$ cat src/hw/crs_regs.svh
// register offsets, field positions and timing counts of the synchronizer
`ifndef CRS_REGS_SVH
`define CRS_REGS_SVH

// ----------------------------------------
// register offsets
// ----------------------------------------
`define CRS_OFF_CTRL 8'h00
`define CRS_OFF_STATUS 8'h04
`define CRS_OFF_READ_REQUEST_TRIGGER 8'h08
`define CRS_OFF_CFG 8'h0c
`define CRS_OFF_CNT 8'h10
`define CRS_OFF_SCRATCH 8'h14

// ----------------------------------------
// field positions
// ----------------------------------------
`define CRS_CTRL_SOFT_RESET_BIT 0
`define CRS_CTRL_ENABLE 1
`define CRS_STAT_BUSY 7
`define CRS_READ_REQUEST_TRIGGER_ADDR_HI 7
`define CRS_READ_REQUEST_TRIGGER_CONT 14
`define CRS_READ_REQUEST_TRIGGER_TRIG 15

// ----------------------------------------
// timing
// ----------------------------------------
`define CRS_SYNC_CORE_EDGES 6

`endif

$ cat src/hw/crs_pkg.sv
// types shared by the synchronizer modules
package crs_pkg;

   // ----------------------------------------
   // engine states, one-hot
   // ----------------------------------------
   typedef enum logic [3:0] {
      ST_IDLE  = 4'h1,
      ST_WSYNC = 4'h2,
      ST_RSYNC = 4'h4,
      ST_CONT  = 4'h8
   } crs_state_t;

   // ----------------------------------------
   // kind of write synchronization
   // ----------------------------------------
   typedef enum logic [1:0] {
      WK_CFG    = 2'h0,
      WK_ENABLE = 2'h1,
      WK_SOFT_RESET_BIT  = 2'h2,
      WK_READ_REQUEST_TRIGGER   = 2'h3
   } crs_wkind_t;

endpackage

$ cat src/hw/crs_edge_sync.sv
// three-flop synchronizer with agreed level and rise pulse
module crs_edge_sync (
   input wire logic ref_clk,
   input wire logic arst_n,
   input wire logic asyncIn,
   output logic level,
   output logic rise
);
   logic s1_r;
   logic s2_r;
   logic s3_r;
   logic level_r;
   logic rise_r;

   // ----------------------------------------
   // synchronizer chain
   // ----------------------------------------
   // first flop feeds only the second
   always_ff @(posedge ref_clk or negedge arst_n) begin
      if (!arst_n) begin
         s1_r <= 1'b0;
         s2_r <= 1'b0;
         s3_r <= 1'b0;
      end else begin
         s1_r <= asyncIn;
         s2_r <= s1_r;
         s3_r <= s2_r;
      end
   end

   // level moves only when stages two and three agree
   always_ff @(posedge ref_clk or negedge arst_n) begin
      if (!arst_n) begin
         level_r <= 1'b0;
         rise_r <= 1'b0;
      end else begin
         if (s2_r == s3_r) begin
            level_r <= s3_r;
         end
         rise_r <= (s2_r && s3_r && !level_r);
      end
   end

   assign level = level_r;
   assign rise = rise_r;
endmodule

$ cat src/hw/crs_sync_delay.sv
// counts core clock rises from a start to a done pulse
`include "crs_regs.svh"

module crs_sync_delay #(
   parameter int EDGES = `CRS_SYNC_CORE_EDGES
) (
   input wire logic ref_clk,
   input wire logic arst_n,
   input wire logic start,
   input wire logic coreRise,
   output logic done,
   output logic running
);
   localparam int CW = $clog2(EDGES + 1);
   localparam logic [CW-1:0] LAST = CW'(EDGES - 1);

   logic [CW-1:0] cnt_r;
   logic run_r;
   logic done_r;

   // ----------------------------------------
   // edge counter; a start restarts the count
   // ----------------------------------------
   always_ff @(posedge ref_clk or negedge arst_n) begin
      if (!arst_n) begin
         cnt_r <= '0;
         run_r <= 1'b0;
         done_r <= 1'b0;
      end else begin
         done_r <= 1'b0;
         if (start) begin
            cnt_r <= '0;
            run_r <= 1'b1;
         end else if (run_r && coreRise) begin
            cnt_r <= cnt_r + CW'(1);
            if (cnt_r == LAST) begin
               run_r <= 1'b0;
               done_r <= 1'b1;
            end
         end
      end
   end

   assign done = done_r;
   assign running = run_r;
endmodule

$ cat src/hw/crs_top.sv
// common register synchronizer between bus side and core clock side
//
// Contract
// - every core transfer is synchronized, whatever the core clock source
// - one shared engine and one busy flag serve all core registers
// - core write starts sync, raises busy, clears it once crossed
// - core write during write sync stalls until the sync finishes
// - read of register being synced or read-synced register stalls
// - settled core registers and bus registers read unstalled during sync
// - read-synced read stalls at once and leaves busy clear
// - such read under busy stalls for the pending sync, then its own
// - master polls busy or issues next access, started after completion
// - writing trigger starts read sync of addressed register, sets busy
// - after basic request busy clears, value served until next write sync
// - continuous control resyncs repeatedly; reads never stall
// - continuous mode sets busy only for the first sync
// - any new sync stops continuous reading; master must restart it
// - continuous sync pauses while the core clock stands still
// - enable write starts sync, sets busy, reads back new value at once
// - during enable sync writes and read-synced reads stall
// - sync-done event excludes enable and soft reset completions
// - soft reset 1 starts sync, reads 1; hardware clears bit and busy
// - during soft reset writes and read-synced reads stall
// - sync lasts over 5 core plus 2 bus periods, under 6 plus 3
// - unsynchronized access is answered within two bus periods
//
// Chosen here: the address-and-strobe port and the register addresses.
`include "crs_regs.svh"

module crs_top #(
   parameter int DATA_W = 32,
   parameter int ADDR_W = 8
) (
   input wire logic ref_clk,
   input wire logic arst_n,
   input wire logic genericCoreClk,
   input wire logic [ADDR_W-1:0] busAddr,
   input wire logic [DATA_W-1:0] busWrData,
   input wire logic busWr,
   input wire logic busRd,
   output logic [DATA_W-1:0] busRdData,
   output logic busRdValid,
   output logic busStall,
   output logic coreEnable,
   output logic [DATA_W-1:0] coreCfg,
   output logic syncDone,
   output crs_pkg::crs_state_t syncState
);
   import crs_pkg::*;

   crs_state_t state_r;
   crs_wkind_t wkind_r;
   logic busy_r;
   logic enable_r;
   logic coreEnable_r;
   logic soft_reset_bit_r;
   logic [DATA_W-1:0] cfgShadow_r;
   logic [DATA_W-1:0] coreCfg_r;
   logic [ADDR_W-1:0] rrAddr_r;
   logic cont_r;
   logic [DATA_W-1:0] capVal_r;
   logic capValid_r;
   logic [DATA_W-1:0] coreCount_r;
   logic [DATA_W-1:0] scratch_r;
   logic pendValid_r;
   logic pendWr_r;
   logic [ADDR_W-1:0] pendAddr_r;
   logic [DATA_W-1:0] pendData_r;
   logic [DATA_W-1:0] rdData_r;
   logic rdValid_r;
   logic syncDone_r;
   logic [DATA_W-1:0] rdMux;

   logic coreRise;
   logic engStart;
   logic engDone;
   logic engFree;
   logic useP;
   logic reqWr;
   logic reqRd;
   logic [ADDR_W-1:0] reqAddr;
   logic [DATA_W-1:0] reqData;
   logic isCoreWr;
   logic rsRead;
   logic inWs;
   logic blockWr;
   logic blockRd;
   logic doStall;
   logic doRsync;
   logic doWrite;
   logic doRead;
   logic startW;
   logic contRestart;
   logic wsDone;
   logic swDone;

   // ----------------------------------------
   // core clock sampling and shared delay engine
   // ----------------------------------------
   // core clock is sampled even when it equals the bus clock
   crs_edge_sync u_core_clk (
      .ref_clk(ref_clk),
      .arst_n(arst_n),
      .asyncIn(genericCoreClk),
      .level(),
      .rise(coreRise)
   );

   // one engine for every core register of the block
   crs_sync_delay #(.EDGES(`CRS_SYNC_CORE_EDGES)) u_delay (
      .ref_clk(ref_clk),
      .arst_n(arst_n),
      .start(engStart),
      .coreRise(coreRise),
      .done(engDone),
      .running()
   );

   // ----------------------------------------
   // request selection and classification
   // ----------------------------------------
   // a held access replays once the engine is free
   assign engFree = (state_r == ST_IDLE) || (state_r == ST_CONT);
   assign useP = pendValid_r && engFree;
   assign reqWr = useP ? pendWr_r : (!pendValid_r && busWr);
   assign reqRd = useP ? !pendWr_r : (!pendValid_r && busRd);
   assign reqAddr = useP ? pendAddr_r : busAddr;
   assign reqData = useP ? pendData_r : busWrData;

   assign isCoreWr = reqWr && ((reqAddr == `CRS_OFF_CTRL) ||
                     (reqAddr == `CRS_OFF_CFG) || (reqAddr == `CRS_OFF_READ_REQUEST_TRIGGER));
   assign rsRead = reqRd && (reqAddr == `CRS_OFF_CNT);
   assign inWs = (state_r == ST_WSYNC);

   // enable and soft reset syncs also block bus-side writes
   assign blockWr = reqWr && (isCoreWr || (wkind_r == WK_ENABLE) ||
                    (wkind_r == WK_SOFT_RESET_BIT));
   assign blockRd = rsRead || (reqRd && (reqAddr == `CRS_OFF_CFG) &&
                    (wkind_r == WK_CFG));
   assign doStall = inWs && (blockWr || blockRd);

   // read-synced read without a captured value runs its own sync
   assign doRsync = engFree && rsRead && !capValid_r;
   assign doWrite = reqWr && !doStall;
   assign doRead = reqRd && !doStall && !doRsync;

   // core writes start a write sync; trigger or continuous starts a request
   assign startW = doWrite && isCoreWr && ((reqAddr != `CRS_OFF_READ_REQUEST_TRIGGER) ||
                   reqData[`CRS_READ_REQUEST_TRIGGER_TRIG] || reqData[`CRS_READ_REQUEST_TRIGGER_CONT]);
   assign wsDone = engDone && inWs;
   assign swDone = wsDone && (wkind_r == WK_SOFT_RESET_BIT);

   // continuous resync; a new write sync takes precedence
   assign contRestart = engDone && cont_r && !startW &&
      ((state_r == ST_CONT) || (inWs && (wkind_r == WK_READ_REQUEST_TRIGGER)));
   assign engStart = startW || doRsync || contRestart;

   // ----------------------------------------
   // engine state and busy flag
   // ----------------------------------------
   always_ff @(posedge ref_clk or negedge arst_n) begin
      if (!arst_n) begin
         state_r <= ST_IDLE;
      end else if (startW) begin
         state_r <= ST_WSYNC;
      end else if (doRsync) begin
         state_r <= ST_RSYNC;
      end else if (engDone) begin
         case (state_r)
            ST_WSYNC: state_r <= contRestart ? ST_CONT : ST_IDLE;
            ST_CONT: state_r <= contRestart ? ST_CONT : ST_IDLE;
            default: state_r <= ST_IDLE;
         endcase
      end
   end

   // busy rises with a write sync only, never with silent resyncs
   always_ff @(posedge ref_clk or negedge arst_n) begin
      if (!arst_n) begin
         busy_r <= 1'b0;
      end else if (startW) begin
         busy_r <= 1'b1;
      end else if (wsDone) begin
         busy_r <= 1'b0;
      end
   end

   // kind of the running write sync
   always_ff @(posedge ref_clk or negedge arst_n) begin
      if (!arst_n) begin
         wkind_r <= WK_CFG;
      end else if (startW) begin
         case (reqAddr)
            `CRS_OFF_CTRL: wkind_r <= reqData[`CRS_CTRL_SOFT_RESET_BIT] ?
                                      WK_SOFT_RESET_BIT : WK_ENABLE;
            `CRS_OFF_READ_REQUEST_TRIGGER: wkind_r <= WK_READ_REQUEST_TRIGGER;
            default: wkind_r <= WK_CFG;
         endcase
      end
   end

   // ----------------------------------------
   // control: enable and soft reset
   // ----------------------------------------
   always_ff @(posedge ref_clk or negedge arst_n) begin
      if (!arst_n) begin
         enable_r <= 1'b0;
         soft_reset_bit_r <= 1'b0;
         coreEnable_r <= 1'b0;
      end else if (swDone) begin
         enable_r <= 1'b0;
         soft_reset_bit_r <= 1'b0;
         coreEnable_r <= 1'b0;
      end else begin
         if (doWrite && (reqAddr == `CRS_OFF_CTRL)) begin
            enable_r <= reqData[`CRS_CTRL_ENABLE];
            if (reqData[`CRS_CTRL_SOFT_RESET_BIT]) begin
               soft_reset_bit_r <= 1'b1;
            end
         end
         if (wsDone && (wkind_r == WK_ENABLE)) begin
            coreEnable_r <= enable_r;
         end
      end
   end

   // ----------------------------------------
   // core configuration and bus scratch
   // ----------------------------------------
   always_ff @(posedge ref_clk or negedge arst_n) begin
      if (!arst_n) begin
         cfgShadow_r <= '0;
         coreCfg_r <= '0;
      end else if (swDone) begin
         cfgShadow_r <= '0;
         coreCfg_r <= '0;
      end else begin
         if (doWrite && (reqAddr == `CRS_OFF_CFG)) begin
            cfgShadow_r <= reqData;
         end
         if (wsDone && (wkind_r == WK_CFG)) begin
            coreCfg_r <= cfgShadow_r;
         end
      end
   end

   always_ff @(posedge ref_clk or negedge arst_n) begin
      if (!arst_n) begin
         scratch_r <= '0;
      end else if (swDone) begin
         scratch_r <= '0;
      end else if (doWrite && (reqAddr == `CRS_OFF_SCRATCH)) begin
         scratch_r <= reqData;
      end
   end

   // ----------------------------------------
   // core counter, the read-synchronized value
   // ----------------------------------------
   // advances only on core rises, so resyncs pause with the clock
   always_ff @(posedge ref_clk or negedge arst_n) begin
      if (!arst_n) begin
         coreCount_r <= '0;
      end else if (swDone) begin
         coreCount_r <= '0;
      end else if (coreRise) begin
         coreCount_r <= coreCount_r + DATA_W'(1);
      end
   end

   // ----------------------------------------
   // read request: address, continuous mode, capture
   // ----------------------------------------
   always_ff @(posedge ref_clk or negedge arst_n) begin
      if (!arst_n) begin
         rrAddr_r <= '0;
         cont_r <= 1'b0;
      end else if (swDone) begin
         rrAddr_r <= '0;
         cont_r <= 1'b0;
      end else if (doWrite && (reqAddr == `CRS_OFF_READ_REQUEST_TRIGGER)) begin
         rrAddr_r <= reqData[`CRS_READ_REQUEST_TRIGGER_ADDR_HI:0];
         cont_r <= reqData[`CRS_READ_REQUEST_TRIGGER_CONT];
      end else if (startW) begin
         cont_r <= 1'b0;
      end
   end

   always_ff @(posedge ref_clk or negedge arst_n) begin
      if (!arst_n) begin
         capVal_r <= '0;
         capValid_r <= 1'b0;
      end else if (swDone || startW) begin
         // a new sync wins over a resync capture in the same cycle
         capValid_r <= 1'b0;
      end else if ((wsDone && (wkind_r == WK_READ_REQUEST_TRIGGER)) ||
                   (engDone && (state_r == ST_CONT))) begin
         capVal_r <= coreCount_r;
         capValid_r <= (rrAddr_r == `CRS_OFF_CNT);
      end
   end

   // ----------------------------------------
   // held access and wait state
   // ----------------------------------------
   always_ff @(posedge ref_clk or negedge arst_n) begin
      if (!arst_n) begin
         pendValid_r <= 1'b0;
         pendWr_r <= 1'b0;
         pendAddr_r <= '0;
         pendData_r <= '0;
      end else if (doStall || (doRsync && !useP)) begin
         pendValid_r <= 1'b1;
         pendWr_r <= reqWr;
         pendAddr_r <= reqAddr;
         pendData_r <= reqData;
      end else if ((useP && !doRsync) ||
                   (engDone && (state_r == ST_RSYNC))) begin
         pendValid_r <= 1'b0;
      end
   end

   // ----------------------------------------
   // read data
   // ----------------------------------------
   always_comb begin
      rdMux = '0;
      case (reqAddr)
         `CRS_OFF_CTRL: begin
            rdMux[`CRS_CTRL_ENABLE] = enable_r;
            rdMux[`CRS_CTRL_SOFT_RESET_BIT] = soft_reset_bit_r;
         end
         `CRS_OFF_STATUS: rdMux[`CRS_STAT_BUSY] = busy_r;
         `CRS_OFF_READ_REQUEST_TRIGGER: begin
            rdMux[`CRS_READ_REQUEST_TRIGGER_ADDR_HI:0] = rrAddr_r;
            rdMux[`CRS_READ_REQUEST_TRIGGER_CONT] = cont_r;
         end
         `CRS_OFF_CFG: rdMux = coreCfg_r;
         `CRS_OFF_CNT: rdMux = capVal_r;
         `CRS_OFF_SCRATCH: rdMux = scratch_r;
         default: rdMux = '0;
      endcase
   end

   // plain reads answer next cycle; synced reads answer the cycle after engine done
   always_ff @(posedge ref_clk or negedge arst_n) begin
      if (!arst_n) begin
         rdData_r <= '0;
         rdValid_r <= 1'b0;
      end else if (engDone && (state_r == ST_RSYNC)) begin
         rdData_r <= coreCount_r;
         rdValid_r <= 1'b1;
      end else begin
         rdData_r <= doRead ? rdMux : '0;
         rdValid_r <= doRead;
      end
   end

   // completion event for ordinary syncs only
   always_ff @(posedge ref_clk or negedge arst_n) begin
      if (!arst_n) begin
         syncDone_r <= 1'b0;
      end else begin
         syncDone_r <= wsDone && (wkind_r != WK_ENABLE) &&
                       (wkind_r != WK_SOFT_RESET_BIT);
      end
   end

   assign busRdData = rdData_r;
   assign busRdValid = rdValid_r;
   assign busStall = pendValid_r;
   assign coreEnable = coreEnable_r;
   assign coreCfg = coreCfg_r;
   assign syncDone = syncDone_r;
   assign syncState = state_r;

   // ----------------------------------------
   // checks
   // ----------------------------------------
   logic [3:0] riseSince_r;
   always_ff @(posedge ref_clk or negedge arst_n) begin
      if (!arst_n) begin
         riseSince_r <= '0;
      end else if (engStart) begin
         riseSince_r <= '0;
      end else if (coreRise && (riseSince_r != 4'hf)) begin
         riseSince_r <= riseSince_r + 4'h1;
      end
   end
endmodule

$ cat config.mk
export PLATFORM = sky130hd
export DESIGN_NAME = crs_top
export DESIGN_NICKNAME = d
export VERILOG_FILES = /design/src/hw/crs_pkg.sv /design/src/hw/crs_edge_sync.sv /design/src/hw/crs_sync_delay.sv /design/src/hw/crs_top.sv
export VERILOG_INCLUDE_DIRS = /design/src /design/src/hw
export SDC_FILE = /design/constraint.sdc
export NUM_CORES = 1
export LEC_CHECK = 0
export ABC_AREA = 1
export BUFFER_PORTS_ARGS = -buffer_cell sky130_fd_sc_hd__buf_2
export CAP_MARGIN = 0
export CORE_AREA = 2 2 147 149
export DETAILED_ROUTE_END_ITERATION = 12
export DIE_AREA = 0 0 149 151
export PLACE_DENSITY = 0.81
export SLEW_MARGIN = 10
export SYNTH_ARGS = -nofsm -noshare
export SYNTH_HDL_FRONTEND = slang
export SYNTH_SLANG_ARGS = --single-unit
$ cat constraint.sdc
create_clock -name ref_clk -period 3.2 [get_ports ref_clk]
set_input_delay 0.32 -clock ref_clk [delete_from_list [all_inputs] [get_ports ref_clk]]
set_output_delay 0.32 -clock ref_clk [all_outputs]
set_load 0.005 [all_outputs]
# After elaboration in Yosys (flattened, before gate mapping)
# Cells that the tools add are included.
# Widths: inputs -> output; s select.
classes:
  addsub: 2
  n_eq_ne: 18
  muxes: 54
  bitwise: 1
  reduce_logical: 83
op_table:
  columns: ["op", "count"]
  rows:
  - ["$mux 32", 11]
  - ["$pmux 17 s3", 1]
  - ["$logic_and 1x1->1", 38]
  - ["$add 32x1->32 const B", 1]
  - ["$reduce_bool 2->1", 13]
  - ["$mux 1", 25]
  - ["$eq 8x5->1 const B", 3]
  - ["$mux 8", 3]
  - ["$mux 4", 5]
  - ["$pmux 5 s4", 1]
  - ["$pmux 6 s3", 1]
  - ["$eq 8x4->1 const B", 2]
  - ["$logic_or 1x1->1", 16]
  - ["$pmux 2 s5", 1]
  - ["$eq 8x3->1 const B", 1]
  - ["$logic_not 1->1", 8]
  - ["$logic_not 8->1", 1]
  - ["$ne 8x4->1 const B", 1]
  - ["$mux 3", 2]
  - ["$reduce_and 2->1", 3]
  - ["$reduce_bool 3->1", 2]
  - ["$pmux 1 s5", 1]
  - ["$eq 2x2->1 const B", 2]
  - ["$eq 4x1->1 const B", 1]
  - ["other kinds (15)", 15]
word_totals:
  reg_bits: 266
  input_bits: 45
  out_inout_bits: 72
  wordCells: 187

# Depth between registers and ports, before layout
logic_depth:
  depth_word: 25
  ltp_mapped: 20
  mapped_depth_nobuf: 18

# By module
# Synthesis repeated with hierarchy kept, for this count alone.
unflattened:
  cells_unflattened: 1645
  area_unflattened_um2: 12816.0
modules_own_cells:
  columns: ["mod", "n_inst", "cells_each", "area_per_inst_um2", "seq_area_each_um2"]
  rows:
  - ["crs_top", 1, 1606, 12423.2, 6407.4]
  - ["crs_sync_delay", 1, 27, 232.7, 125.1]
  - ["crs_edge_sync", 1, 12, 160.2, 125.1]

# Least setup slack after synthesis
# Ideal clock, no wire load.
synth_path:
  path_type: "flip-flop to flip-flop"
  start: "reg state_r[0] (netlist: syncState[0])"
  end: "reg rdData_r[17] (netlist: busRdData[17])"
  setup_time_ps: 130
  t_arrival_ps: 2258
  required_time_ps: 3070
  path_slack_ps: 812
  path_stages_with_launch: 19
  n_path_buf: 3
  synth_period_minus_slack_ps: 2388
  cell_sequence: "dfstp_2 -> inv_1 -> nor2_1 -> nand2_1 -> nand2_4 -> buf_6 -> nand3b_1 -> nand2_1 -> nand2_2 -> nor2_4 -> nand3_2 -> nor2_1 -> o21bai_2 -> buf_4 -> nand2_2 -> inv_2 -> buf_2 -> nand3_1 -> o21ai_0"
synth_between:
  elab_chain_len: 18
  word_cells_on_any_way: 36
  classes_between: "8 x eq/ne; 6 x mux; 22 x reduce/logical"
synth_rtl:
  columns: ["item", "line_no", "text"]
  rows:
  - ["from (decl)", "crs_top.sv:51", "crs_state_t state_r;"]
  - ["from (signal assigned)", "crs_top.sv:170", "ST_WSYNC: state_r <= contRestart ? ST_CONT : ST_IDLE;"]
  - ["from (signal assigned)", "crs_top.sv:171", "ST_CONT: state_r <= contRestart ? ST_CONT : ST_IDLE;"]
  - ["$eq 4x1->1 / $eq 4x4->1 (equally long branches)", "crs_top.sv:123", "assign engFree = (state_r == ST_IDLE) || (state_r == ST_CONT);"]
  - ["$logic_or 1x1->1", "crs_top.sv:123", null]
  - ["$logic_and 1x1->1", "crs_top.sv:124", "assign useP = pendValid_r && engFree;"]
  - ["$mux 8", "crs_top.sv:127", "assign reqAddr = useP ? pendAddr_r : busAddr;"]
  - ["$eq 8x4->1 / $logic_not 8->1 (equally long branches)", null, null]
  - ["$logic_or 1x1->1 (2 in series)", "crs_top.sv:130", "assign isCoreWr = reqWr && ((reqAddr == `CRS_OFF_CTRL) ||"]
  - ["$logic_and 1x1->1", "crs_top.sv:130", null]
  - ["$logic_or 1x1->1 (2 in series)", "crs_top.sv:136", "assign blockWr = reqWr && (isCoreWr || (wkind_r == WK_ENABLE) ||"]
  - ["$logic_and 1x1->1", "crs_top.sv:136", null]
  - ["$logic_or 1x1->1", "crs_top.sv:140", "assign doStall = inWs && (blockWr || blockRd);"]
  - ["$logic_and 1x1->1", "crs_top.sv:140", null]
  - ["$logic_not 1->1", "crs_top.sv:145", "assign doRead = reqRd && !doStall && !doRsync;"]
  - ["$logic_and 1x1->1 (2 in series)", "crs_top.sv:145", null]
  - ["$mux 32", "crs_top.sv:354", "rdData_r <= doRead ? rdMux : '0;"]
  - ["$mux 32 (*)", "crs_top.sv:350", "end else if (engDone && (state_r == ST_RSYNC)) begin"]
  - ["to (signal assigned)", "crs_top.sv:351", "rdData_r <= coreCount_r;"]
  - ["to (signal assigned)", "crs_top.sv:354", null]
  - ["to (decl)", "crs_top.sv:69", "logic [DATA_W-1:0] rdData_r;"]
# Mark *: on every way between the ends. The rest lies on a longest branch, timed or not.
# A chain may end at the register's enable or synchronous reset.

# Worst setup path in the final report
layout_path:
  start: "reg state_r[0] (netlist: syncState[0])"
  end: "reg capVal_r[22]"
layout_between:
  elab_chain_len: 20
  word_cells_on_any_way: 40
  classes_between: "7 x eq/ne; 4 x mux; 1 x bitwise; 28 x reduce/logical"
layout_rtl:
  columns: ["item", "line_no", "text"]
  rows:
  - ["$eq 4x1->1 / $eq 4x4->1 (equally long branches)", "crs_top.sv:123, crs_top.sv:297", null]
  - ["$logic_or 1x1->1", "crs_top.sv:123", null]
  - ["$logic_and 1x1->1", "crs_top.sv:124", null]
  - ["$mux 8", "crs_top.sv:127", null]
  - ["$eq 8x4->1 / $logic_not 8->1 (equally long branches)", null, null]
  - ["$logic_or 1x1->1 (2 in series)", "crs_top.sv:130", null]
  - ["$logic_and 1x1->1", "crs_top.sv:130", null]
  - ["$logic_or 1x1->1 (2 in series)", "crs_top.sv:136", null]
  - ["$logic_and 1x1->1", "crs_top.sv:136", null]
  - ["$logic_or 1x1->1", "crs_top.sv:140", null]
  - ["$logic_and 1x1->1", "crs_top.sv:140", null]
  - ["$logic_not 1->1", "crs_top.sv:144", "assign doWrite = reqWr && !doStall;"]
  - ["$logic_and 1x1->1", "crs_top.sv:144", null]
  - ["$logic_and 1x1->1 (2 in series)", "crs_top.sv:148", "assign startW = doWrite && isCoreWr && ((reqAddr != `CRS_OFF_READ_REQUEST_TRIGGER) ||"]
  - ["$logic_or 1x1->1", "crs_top.sv:293", "end else if (swDone || startW) begin"]
  - ["$not 1->1 (no line)", null, null]
  - ["$reduce_and 2->1 (no line) (*)", null, null]
  - ["to (signal assigned)", "crs_top.sv:298", "capVal_r <= coreCount_r;"]
  - ["to (decl)", "crs_top.sv:61", "logic [DATA_W-1:0] capVal_r;"]
# Marked as above.

==> flow_summary.toml <==
[routing]
routed-via-count = 10400
drt_iter0_drc = 990
detail_route.wl_per_cell_um = 17.6
ant_nets = 0
routed_wirelength_mm = 31.7
drc = 0
vias_per_cell = 5.77
drt_first_pass_iters = 5

[clock_tree]
clkLatencyLatePin_ps = 550
cts_buffers = 28
root_buffer = "clkbuf_16"
path_clk_slew_ps = 60
clockBufferDepth = 3
clock_sinks = 266
post_cts_buffers = 0
cts_tree = "yes"
ctsHtreeMaxLevel = 1

[sta]
slew_headroom = 0.498
rsz0062_at_grt = "false"
finClkSkew_ps = 21.3
timing.fmax_mhz = 340
holdWs_ps = 86.5
period_needed_ps = 2940
hold_violations = 0
maxSlewViolCount = 0
worstMarginPinSlew_ps = 753
setup_viol = 0
fin_tns_setup_ps = 0
period_share = 0.920

[worst_setup_path]
r2r_start = "syncState[0]$_DFFE_PN1P_"
critPathLaunchType = "register"
crit_arrival_ps = 3360
r2r-end = "capVal_r[22]$_DFFE_PN0P_"
critPathCaptureType = "register"
rrSetupSlack_ps = 260
crit_required_ps = 3610
worst-path-max-fanout = 65
critPathKind = "register to register"
reg2reg_depth = 14

[final_layout]
final_core_util = 0.674
layout-drive-gt1-share = 0.154
fin_nets = 1549
antenna_cells = 0
fin_area_mm2 = 0.0140
area_delta_synth_final_pct = 15.6
fillCellCount = 1643

[floorplan]
num_rows = 53
die_y_um = 151
die_area_mm2 = 0.0225
fp.dieW_um = 149
num_io_pins = 117
floorplan.initialDensity = 0.583
coreArea_mm2 = 0.0208

[yosys]
ys_seq_elements = 266
yosys_warnings = 0
async_reset_ff_frac = 1.00
synth_cell_types = 45
synth_seq_area_share = 0.549
ys.flop_type = "dfrtp_1"
syn_area_mm2 = 0.0121
synthesis.nets = 1446
synth.avg_cell_area_um2 = 8.69
synth-edff-count = 0
synth_cells = 1397

[place]
placed_area_mm2 = 0.0130
dp_hpwl_mm = 21.5
port_buffers = 116
place_congestion = 0.898

[global_route]
grt_pass1_vias = 10300
antenna_found_initial = 0
grt_pass1_wl_mm = 51.7
grt_start_max_net_pins = 98
grt_overflow = 0
grt.total_usage = 0.290

[power_and_ir_drop]
p_per_area_mw_per_mm2 = 597
power_mw = 8.37
leakage_nw = 6.90
ir_drop_mv = 0.368

[min_path]
min_to = "pendData_r[4]$_DFFE_PN0P_"
hold_depth = 3
worstHoldStart = "busWrData[4]"
hp-class = "primary input to register"

[job]
cap_violations = 0

[status]
status = "finished clean"
[registers in the layout (all words and copies together) (netlist names), 2 cells and up]
| register | flops |
|---|---|
| coreCfg | 32 |
| wkind_r | 2 |
| coreCount_r | 32 |
| rrAddr_r | 8 |
| scratch_r | 32 |
| syncState | 4 |
| pendData_r | 32 |
| pendAddr_r | 8 |
| cfgShadow_r | 32 |
| busRdData | 32 |
| u_delay.cnt_r | 3 |
| capVal_r | 32 |
[worst max path at each step]
stage | startpoint | end | slack [ps] | cells after the start
2_1_floorplan | syncState[0]$_DFFE_PN1P_ | busRdData[17]$_DFF_PN0_ | 810 | 18
3_3_place_gp | syncState[0]$_DFFE_PN1P_ | capVal_r[3]$_DFFE_PN0P_ | 240 | 14
3_5_place_dp | syncState[0]$_DFFE_PN1P_ | capVal_r[1]$_DFFE_PN0P_ | 170 | 14
4_1_cts | syncState[0]$_DFFE_PN1P_ | capVal_r[22]$_DFFE_PN0P_ | 120 | 14
5_1_grt | syncState[0]$_DFFE_PN1P_ | capVal_r[5]$_DFFE_PN0P_ | 20 | 15
6_report | syncState[0]$_DFFE_PN1P_ | capVal_r[22]$_DFFE_PN0P_ | 260 | 14
[per-layer routing]
| metal | share of wire | global-route usage | vias up | wire length (µm) |
|---|---|---|---|---|
| met2 | 0.47 | 0.472 | 501 | 15000 |
| met4 | 0.049 | 0.141 | 0 | 1550 |
| met1 | 0.41 | 0.383 | 4958 | 12800 |
| li1 | - | - | 4794 | - |
| met3 | 0.074 | 0.0470 | 112 | 2330 |
| met5 | 0 | 0 | - | 0 |
[area by class of cell]
class | count | area (µm²) | share of cell area
Timing Repair Buffer | 145 | 893 | 0.0637
Tap cell | 275 | 344 | 0.0245
Sequential cell | 266 | 6660 | 0.474
Inverter | 165 | 624 | 0.0445
Clock buffer | 38 | 830 | 0.0591
Clock inverter | 13 | 179 | 0.0128
Multi-Input combinational cell | 894 | 4500 | 0.321
[kinds of logic after synthesis]
group                      synth area share
and+or+nand+nor                       0.190
AOI/OAI and AO/OA                     0.146
DFF                                   0.549
buffers and inverters                0.0829
muxes                                0.0265
adders and majority gates           0.00412
xor gates and xnor gates            0.00217
[metrics by stage]
step / setup WS [ps] / std cells
after floorplan: 812 / 1397
after global placement: 236 / 1743
after detailed placement: 168 / 1743
after CTS: 120 / 1796
after global routing: 19.9 / 1796
final: 256 / 1796
[worst max-delay path, cell delays in order, from the launching register on]
cell and delay, ps:
dfstp_2 540, nor2_1 60, nand2_1 130, nand2_4 130, nand2_4 160, buf_6 280
mux2i_1 360, nand2_1 170, o21bai_2 180, inv_2 70, nand2_1 100, nand3_2 70
clkbuf_8 300, nand2_1 160, o21ai_2 70
[power breakdown]
group	leakage, nW	internal, mW	switching [mW]	total (mW)
registers	3.46	3.71	0.208	3.92
clock network	0.505	2.14	1.35	3.49
logic	2.93	0.350	0.609	0.959
[repair_timing]
item,4_1_cts,5_1_grt
hold buffers,2,0
endpoints found under the setup margin,0,114
endpoints found under the hold margin,95,0
gates resized for setup,0,11
[Yosys cell counts, drive strengths merged, types with 2 or more instances]
cell / instances / area (µm²)
a221oi: 2 / 17.5
a21oi: 64 / 324
inv: 164 / 616
nor3: 19 / 95.1
o22ai: 2 / 12.5
nand4: 7 / 43.8
nand2: 294 / 1140
nor2: 116 / 458
nor4: 7 / 43.8
a211oi: 2 / 15.0
nand3: 92 / 480
xor2: 3 / 26.3
clkbuf: 30 / 113
ha: 4 / 50.1
a31oi: 4 / 25.0
o21ai: 202 / 1050
o21bai: 2 / 22.5
dfrtp: 265 / 6630
o2111ai: 2 / 17.5
o221ai: 22 / 193
o211ai: 4 / 30.0
buf: 42 / 274
mux2i: 31 / 310
o21a: 5 / 37.5
nand3b: 3 / 22.5
[layout by cell type (no fill, tap or decap), types with 4 or more instances in the layout]
cell       synthesis  routed
nand2_1          284     284
dfrtp_1          265     265
inv_1            159     159
buf_2             21     115
nor2_1           113     110
o21ai_0           97      97
o21ai_1           95      95
nand3_1           88      87
a21oi_1           63      63
mux2i_1           31      31
clkbuf_16          0      29
o221ai_1          22      22
nor3_1            19      19
buf_4             10      18
o21ai_2           10      10
clkbuf_8           0       8
nand2_2            7       7
nand4_1            7       7
nor4_1             7       7
clkinv_2           0       6
nor2_4             3       5
nand3_2            4       5
o21a_1             5       5
buf_12             0       5
a31oi_1            4       4
o211ai_1           4       4
ha_1               4       4
bufinv_16          0       4
Power figures use the tool's default switching activity.
